## src/common/spc_pkg.sv

```systemverilog
// Constants for the serial control port configuration register block
`default_nettype none
package spc_pkg;
    // Serial frame layout: 16-bit instruction, then data bytes
    localparam int ADDR_W = 13;
    localparam int INSTR_W = 16;
    localparam int BYTE_W = 8;
    localparam int INSTR_RW_BIT = 15;
    localparam int INSTR_LEN_HI = 14;
    localparam int INSTR_LEN_LO = 13;
    localparam logic [1:0] LEN_STREAM = 2'h3;
    localparam logic [3:0] INSTR_LAST = 4'hf;
    localparam logic [2:0] BYTE_LAST = 3'h7;
    // Register addresses
    localparam logic [12:0] CFG_ADDR = 13'h000;
    localparam logic [12:0] RBS_ADDR = 13'h004;
    localparam logic [12:0] PDS_ADDR = 13'h230;
    localparam logic [12:0] RSV_ADDR = 13'h231;
    localparam logic [12:0] UPD_ADDR = 13'h232;
    // Field positions
    localparam int CFG_OUT_PIN_SEL_BIT = 7;
    localparam int CFG_LSB_FIRST_BIT = 6;
    localparam int CFG_SOFT_RESET_BIT = 5;
    localparam int CFG_LONG_INSTR_BIT = 4;
    localparam int RBS_ACTIVE_BIT = 0;
    localparam int UPD_ALL_BIT = 0;
    // Reset values
    localparam logic [7:0] CFG_RESET = 8'h18;
    localparam logic [7:0] RBS_RESET = 8'h00;
    localparam logic [7:0] PDS_RESET = 8'h00;
    localparam logic [7:0] RSV_VALUE = 8'h00;
    localparam logic [7:0] UPD_RESET = 8'h00;
    localparam logic [7:0] SOFT_MASK = 8'h20;
    // Port sequencer states
    typedef enum logic [1:0] {SPC_IDLE, SPC_INSTR, SPC_DATA, SPC_WAIT} spc_state_e;
endpackage : spc_pkg
`default_nettype wire

```

## src/rtl/spc_regs.sv

```systemverilog
// Serial control port with configuration, readback select and update-all registers
`timescale 1ns/1ps
`default_nettype none
module spc_regs (
    input wire logic ref_clk,
    input wire logic reset,
    input wire logic sclk,
    input wire logic cs_n,
    input wire logic sdio_in,
    output logic sdio_out,
    output logic sdio_oe,
    output logic serial_data_out_pin,
    output logic serial_data_out_pin_oe,
    output logic [7:0] power_down_sync_active
);
    // Pin synchronisers; stage 0 feeds only stage 1, stage 2 keeps the previous clock level
    logic [2:0] sclk_s_q;
    logic [1:0] cs_s_q;
    logic [1:0] sdio_s_q;
    always_ff @(posedge ref_clk or posedge reset)
    begin
        if (reset)
        begin
            sclk_s_q <= 3'h0;
            cs_s_q <= 2'h3;
            sdio_s_q <= 2'h0;
        end
        else
        begin
            sclk_s_q <= {sclk_s_q[1:0], sclk};
            cs_s_q <= {cs_s_q[0], cs_n};
            sdio_s_q <= {sdio_s_q[0], sdio_in};
        end
    end

    spc_pkg::spc_state_e state_q, state_d;
    logic [15:0] rx_q;
    logic [3:0] bit_cnt_q;
    logic [12:0] addr_q;
    logic rd_q;
    logic stream_q;
    logic [1:0] left_q;
    logic [7:0] tx_q;
    logic [7:0] cfg_q;
    logic [7:0] rbs_q;
    logic [7:0] pds_buf_q;
    logic [7:0] pds_act_q;
    logic [7:0] upd_q;

    // Edge and frame decode
    wire cs_active = ~cs_s_q[1];
    wire sclk_rise = sclk_s_q[1] & ~sclk_s_q[2];
    wire sclk_fall = ~sclk_s_q[1] & sclk_s_q[2];
    wire out_pin_sel = cfg_q[spc_pkg::CFG_OUT_PIN_SEL_BIT];
    wire lsb_first = cfg_q[spc_pkg::CFG_LSB_FIRST_BIT];
    wire soft_rst = cfg_q[spc_pkg::CFG_SOFT_RESET_BIT];
    wire rb_active = rbs_q[spc_pkg::RBS_ACTIVE_BIT];
    wire [15:0] rx_next = {rx_q[14:0], sdio_s_q[1]};
    // LSB-first frames arrive as the bit-reverse of the MSB-first word
    // Reversal sits on its own nets since a stream operator may not feed a select directly
    wire [15:0] rx_rev = {<<{rx_next}};
    wire [7:0] byte_rev = {<<{rx_next[7:0]}};
    wire [15:0] instr_word = lsb_first ? rx_rev : rx_next;
    wire [7:0] byte_in = lsb_first ? byte_rev : rx_next[7:0];
    wire instr_done = (state_q == spc_pkg::SPC_INSTR) && sclk_rise && (bit_cnt_q == spc_pkg::INSTR_LAST);
    wire byte_done = (state_q == spc_pkg::SPC_DATA) && sclk_rise && (bit_cnt_q[2:0] == spc_pkg::BYTE_LAST);
    wire [12:0] instr_addr = instr_word[spc_pkg::INSTR_LEN_LO-1:0];
    wire [1:0] instr_len = instr_word[spc_pkg::INSTR_LEN_HI:spc_pkg::INSTR_LEN_LO];
    wire instr_rd = instr_word[spc_pkg::INSTR_RW_BIT];
    // Address walks down in MSB-first mode and up in LSB-first mode
    wire [12:0] step_addr = lsb_first ? addr_q + 13'h1 : addr_q - 13'h1;
    wire last_byte = ~stream_q && (left_q == 2'h0);
    wire wr_byte = byte_done && ~rd_q;

    // Readback mux; buffered registers show buffer or active copy
    function automatic logic [7:0] rd_mux(input logic [12:0] a, input logic [7:0] cfg, input logic [7:0] rbs,
                                          input logic [7:0] pds, input logic [7:0] upd);
        logic [7:0] r;
        r = spc_pkg::RSV_VALUE;
        if (a == spc_pkg::CFG_ADDR)
            r = cfg;
        else if (a == spc_pkg::RBS_ADDR)
            r = rbs;
        else if (a == spc_pkg::PDS_ADDR)
            r = pds;
        else if (a == spc_pkg::UPD_ADDR)
            r = upd;
        return r;
    endfunction : rd_mux
    wire [7:0] pds_view = rb_active ? pds_act_q : pds_buf_q;
    wire [12:0] load_addr = instr_done ? instr_addr : step_addr;
    wire [7:0] load_byte = rd_mux(load_addr, cfg_q, rbs_q, pds_view, upd_q);
    wire load_tx = (instr_done && instr_rd) || (byte_done && rd_q && ~last_byte);

    // Sequencer next state; chip select high always ends the frame
    always_comb
    begin
        state_d = state_q;
        unique case (state_q)
            spc_pkg::SPC_IDLE: if (cs_active) state_d = spc_pkg::SPC_INSTR;
            spc_pkg::SPC_INSTR: if (instr_done) state_d = spc_pkg::SPC_DATA;
            spc_pkg::SPC_DATA: if (byte_done && last_byte) state_d = spc_pkg::SPC_WAIT;
            spc_pkg::SPC_WAIT: state_d = state_q;
        endcase
        if (!cs_active)
            state_d = spc_pkg::SPC_IDLE;
    end

    // Frame tracking and shift registers
    always_ff @(posedge ref_clk or posedge reset)
    begin
        if (reset)
        begin
            state_q <= spc_pkg::SPC_IDLE;
            rx_q <= 16'h0;
            bit_cnt_q <= 4'h0;
            addr_q <= 13'h0;
            rd_q <= 1'b0;
            stream_q <= 1'b0;
            left_q <= 2'h0;
        end
        else
        begin
            state_q <= state_d;
            if (!cs_active || state_q == spc_pkg::SPC_IDLE)
                bit_cnt_q <= 4'h0;
            else if (sclk_rise)
            begin
                rx_q <= rx_next;
                bit_cnt_q <= instr_done ? 4'h0 : bit_cnt_q + 4'h1;
            end
            if (instr_done)
            begin
                addr_q <= instr_addr;
                rd_q <= instr_rd;
                stream_q <= (instr_len == spc_pkg::LEN_STREAM);
                left_q <= instr_len;
            end
            else if (byte_done)
            begin
                addr_q <= step_addr;
                left_q <= left_q - 2'h1;
            end
        end
    end

    // Read shifter: loaded on the last sampling edge, shifted out on falling edges
    logic out_bit_q;
    logic rd_phase_q;
    always_ff @(posedge ref_clk or posedge reset)
    begin
        if (reset)
        begin
            tx_q <= 8'h0;
            out_bit_q <= 1'b0;
            rd_phase_q <= 1'b0;
        end
        else
        begin
            rd_phase_q <= cs_active && rd_q && (state_q == spc_pkg::SPC_DATA);
            if (load_tx)
                tx_q <= load_byte;
            else if (sclk_fall && state_q == spc_pkg::SPC_DATA && rd_q)
            begin
                out_bit_q <= lsb_first ? tx_q[0] : tx_q[7];
                tx_q <= lsb_first ? {1'b0, tx_q[7:1]} : {tx_q[6:0], 1'b0};
            end
        end
    end

    // Pin drivers; only one pin carries read data, the other floats
    always_ff @(posedge ref_clk or posedge reset)
    begin
        if (reset)
        begin
            sdio_out <= 1'b0;
            sdio_oe <= 1'b0;
            serial_data_out_pin <= 1'b0;
            serial_data_out_pin_oe <= 1'b0;
        end
        else
        begin
            sdio_out <= out_bit_q;
            sdio_oe <= rd_phase_q && ~out_pin_sel;
            serial_data_out_pin <= out_bit_q;
            serial_data_out_pin_oe <= rd_phase_q && out_pin_sel;
        end
    end

    // Register writes; soft reset holds everything at default but keeps its own bit
    wire wr_cfg = wr_byte && (addr_q == spc_pkg::CFG_ADDR);
    wire wr_rbs = wr_byte && (addr_q == spc_pkg::RBS_ADDR) && ~soft_rst;
    wire wr_pds = wr_byte && (addr_q == spc_pkg::PDS_ADDR) && ~soft_rst;
    wire wr_upd = wr_byte && (addr_q == spc_pkg::UPD_ADDR) && ~soft_rst;
    always_ff @(posedge ref_clk or posedge reset)
    begin
        if (reset)
        begin
            cfg_q <= spc_pkg::CFG_RESET;
            rbs_q <= spc_pkg::RBS_RESET;
            pds_buf_q <= spc_pkg::PDS_RESET;
            pds_act_q <= spc_pkg::PDS_RESET;
            upd_q <= spc_pkg::UPD_RESET;
        end
        else
        begin
            if (wr_cfg)
                cfg_q <= byte_in;
            else if (soft_rst)
                cfg_q <= spc_pkg::CFG_RESET | spc_pkg::SOFT_MASK;
            if (soft_rst)
            begin
                rbs_q <= spc_pkg::RBS_RESET;
                pds_buf_q <= spc_pkg::PDS_RESET;
                pds_act_q <= spc_pkg::PDS_RESET;
                upd_q <= spc_pkg::UPD_RESET;
            end
            else
            begin
                if (wr_rbs)
                    rbs_q <= byte_in;
                if (wr_pds)
                    pds_buf_q <= byte_in;
                // Self-clearing transfer one cycle after the write lands
                if (upd_q[spc_pkg::UPD_ALL_BIT])
                    pds_act_q <= pds_buf_q;
                upd_q <= wr_upd ? (byte_in & 8'h01) : spc_pkg::UPD_RESET;
            end
        end
    end
    always_ff @(posedge ref_clk or posedge reset)
    begin
        if (reset)
            power_down_sync_active <= spc_pkg::PDS_RESET;
        else
            power_down_sync_active <= pds_act_q;
    end
endmodule : spc_regs
`default_nettype wire

```

## config.mk

```make
export PLATFORM = sky130hd
export DESIGN_NAME = spc_regs
export DESIGN_NICKNAME = d
export VERILOG_FILES = /design/src/common/spc_pkg.sv /design/src/rtl/spc_regs.sv
export SDC_FILE = /design/constraint.sdc
export NUM_CORES = 1
export LEC_CHECK = 0
export BUFFER_PORTS_ARGS = -buffer_cell sky130_fd_sc_hd__clkbuf_2
export CAP_MARGIN = 20
export CORE_ASPECT_RATIO = 1.1
export CORE_UTILIZATION = 50
export CTS_CLUSTER_SIZE = 25
export DETAILED_ROUTE_END_ITERATION = 12
export PLACE_DENSITY = 0.73
export SYNTH_ARGS = -nofsm -noshare
export SYNTH_HDL_FRONTEND = slang
export SYNTH_SLANG_ARGS = --single-unit
export TNS_END_PERCENT = 1
```

## constraint.sdc

```tcl
create_clock -name ref_clk -period 4.6 [get_ports ref_clk]
set_input_delay 0.23 -clock ref_clk [delete_from_list [all_inputs] [get_ports ref_clk]]
set_output_delay 0.23 -clock ref_clk [all_outputs]
set_load 0.01 [all_outputs]
```

==> results.yml <==
grt:
  globalRouteOverflowTotal: 0
  grt_usage_pct: 23.7
  grt_pass1_vias: 4047
  grt_max_degree: 59
  grt_pass1_wl_um: 20500
  antenna_found_initial: 0
synth:
  synth_cell_types: 52
  synth-seq-area-share_pct: 46.2
  synth_edf_count: 0
  synth_area_sq_mm: 0.00538
  yosys_warnings: 0
  yosysTopAreaCell: "dfrtp_1"
  synth_ff_type: "dfrtp_1"
  synth.net_count: 575
  syn_avg_cell_area_sq_um: 9.76
  ys_ff_latch: 99
  yosysMostFrequentCell: "dfrtp_1"
  synthTopCellsByArea: "dfrtp_1 44%, mux2i_1 9.5%, nor2_1 4.5%"
  yosysTopAreaCellShare_pct: 44.2
  synthCells: 551
  yosys-top-cells-count: "95 x dfrtp_1, 64 x nor2_1, 51 x mux2i_1"
  synth-async-reset-ratio_pct: 100
drt:
  vias: 4091
  met1_length_um: 5740
  via_per_inst: 5.82
  wl_met2_um: 5570
  wl_um: 12200
  drc: 0
  drtPass1Iterations: 5
  wire_per_inst_um: 17.3
  top_layer: "met4"
  dr_wl_met3_um: 578
  postRouteAntennaNets: 0
  drt_iter0_markers: 297
flow_run:
  max_cap_viol_count: 0
layout:
  fillers: 953
  syn_to_final_growth_pct: 9.21
  fin_nets: 579
  n_antenna_cell: 0
  post-route-util_pct: 56.2
  drive_above_1_share_pct: 12.0
floorplanning:
  die_x_um: 101
  rows: 39
  die_area_sq_mm: 0.0112
  core_area_sq_mm: 0.0104
  io_pins: 17
  die_y_um: 111
  start_util_pct: 51.5
placement:
  routabilityCongestion: 0.896
  io_buffer_count: 16
  post-place-ws_ns: 0.928
  dp_hpwl_um: 8670
pwr:
  p_leak_nw: 2.69
  max-vdd-ir-drop_mv: 0.360
  power.density_mw_per_mm2: 314
setup_path:
  crit_path_cell_trace: "buf_4, fa_1, nand2b_1, a211oi_1, o21ai_0, a31o_1, a211o_1, or4b_1, nand2b_1, a211oi_1"
  crit_cells: 10
  critPathKind: "reg2reg"
  worst-r2r-cell-count: 10
  slowest_delay_ns: 0.70
  start_kind: "flop"
  crit_path_end_kind: "flop"
  path_buf_inv: 1
  slowest_stage: "or4b_1"
  r2r_end: "tx_q[0]"
  worst-path-max-fanout: 44
  critPathArrivalTime_ns: 3.96
  cp_top_family: "compound AO/OA/AOI/OAI gates"
  r2r-start: "cfg_q[6]"
  ff2ff_setup_slack_ns: 0.90
  required_ns: 4.86
sta:
  drv_slew: 0
  finalCritPeriodShare_pct: 80.5
  postLayoutSetupSlackWorst_ns: 0.899
  max_freq_ghz: 0.270
  fin_crit_ns: 3.70
  hold_viol_final: 0
  setup_viol: 0
  finalSetupTns_ns: 0
  worst_slew_pin_slew_ns: 1.06
  skew_ns: 0.00711
  rsz0062_at_grt: "false"
  relSlewSlack_pct: 29.1
  hold_ws_ns: 0.356
clock_network:
  cts_setup_buffers: 0
  clk_latency_ns: 0.34
  cts.sinks: 99
  cts_root_buffer: "clkbuf_16"
  cts_buffer_depth: 2
  cts_buffers: 9
  cts_max_level: 3
  clk_pin_slew_ns: 0.07
  cts_tree: "yes"
hold_path:
  min_from: "sclk_s_q[0]"
  hold_path_class: "reg2reg"
  min_path_cells: 0
  holdPathEnd: "sclk_s_q[1]"
outcome:
  outcome: "finished, final reports clean"
[kinds of logic after synthesis]
kind of cell    after synthesis  synth area share, %
flops                        99                 46.2
compound gates              119                 14.2
simple gates                189                 16.7
xor+xnor                      8                 1.30
buf+inv                      47                 3.56
mux                          70                 13.5
fa+ha+maj                    19                 4.56
[layout make-up]
| type | count | area, sq um | share of cell area, % |
|---|---|---|---|
| well taps | 143 | 179 | 3.05 |
| multi-input cells | 405 | 2700 | 46.0 |
| inverters | 15 | 58.8 | 1.00 |
| clock buffers | 10 | 239 | 4.07 |
| flip-flops and latches | 99 | 2480 | 42.3 |
| repair buffers | 25 | 161 | 2.75 |
| clock inverters | 6 | 48.8 | 0.831 |
[how the worst max path moves through the flow]
stage	from	to
2_1_floorplan	cfg_q[6]	tx_q[7]
3_3_place_gp	cfg_q[6]	tx_q[7]
3_5_place_dp	cfg_q[6]	tx_q[7]
4_1_cts	cfg_q[6]	tx_q[7]
5_1_grt	cfg_q[6]	tx_q[0]
6_report	cfg_q[6]	tx_q[0]
[placed cells by master, fill, tap and decap left out, types with 3 or more instances in the layout]
| cell type | n |
|---|---|
| dfrtp_1 | 95 |
| nor2_1 | 64 |
| mux2i_1 | 51 |
| nand2_1 | 40 |
| o21ai_0 | 32 |
| a21oi_1 | 30 |
| nor3_1 | 20 |
| mux2_2 | 19 |
| ha_1 | 18 |
| a21o_1 | 16 |
| clkbuf_2 | 16 |
| inv_1 | 14 |
| nand3_1 | 12 |
| nand4_1 | 10 |
| clkbuf_16 | 9 |
| nor2b_1 | 8 |
| o22ai_1 | 8 |
| a211oi_1 | 7 |
| or3_1 | 6 |
| xnor2_1 | 6 |
| nand2b_1 | 5 |
| clkinvlp_4 | 5 |
| and2_1 | 4 |
| nor4_1 | 4 |
| nand3b_1 | 4 |
| dfstp_2 | 4 |
| dlygate4sd3_1 | 4 |
| buf_4 | 4 |
| and3_1 | 3 |
| a31oi_1 | 3 |
| nand4b_1 | 3 |
| or2_2 | 3 |
[stage by stage]
step | std cells | instance area [sq um] | total power, W
2_1_floorplan | 551 | 5380 | 0.00108
4_1_cts | 703 | 5870 | 0.00185
6_report | 703 | 5870 | 0.00184
5_1_grt | 703 | 5870 | 0.00192
3_5_place_dp | 683 | 5550 | 0.00114
3_3_place_gp | 681 | 5530 | 0.00113
[what timing repair did]
item / 4_1_cts / 5_1_grt
hold buffers: 4 / 0
endpoints found under the hold margin: 44 / 0
resized for setup: 0 / 0
[layer usage]
metal	vias to the layer above	GRT usage, %
li1	1972	-
met1	1987	34.0
met2	112	36.6
met3	20	3.72
met4	0	7.63
met5	-	0
[where the power goes]
| part | leakage, nW | internal (W) | switching (W) |
|---|---|---|---|
| registers | 1.35 | 0.000904 | 0.0000420 |
| clock network | 0.125 | 0.000385 | 0.000334 |
| logic | 1.21 | 0.0000718 | 0.000105 |
[flip-flops by register name, indices dropped and copies added, names as in the netlist, 3 cells and up]
name / count
bit_cnt_q: 4
cfg_q: 8
pds_act_q: 8
rx_q: 15
sclk_s_q: 3
addr_q: 13
pds_buf_q: 8
tx_q: 8
power_down_sync_active: 8
rbs_q: 8
No activity file was read; power rests on OpenSTA's default activity.
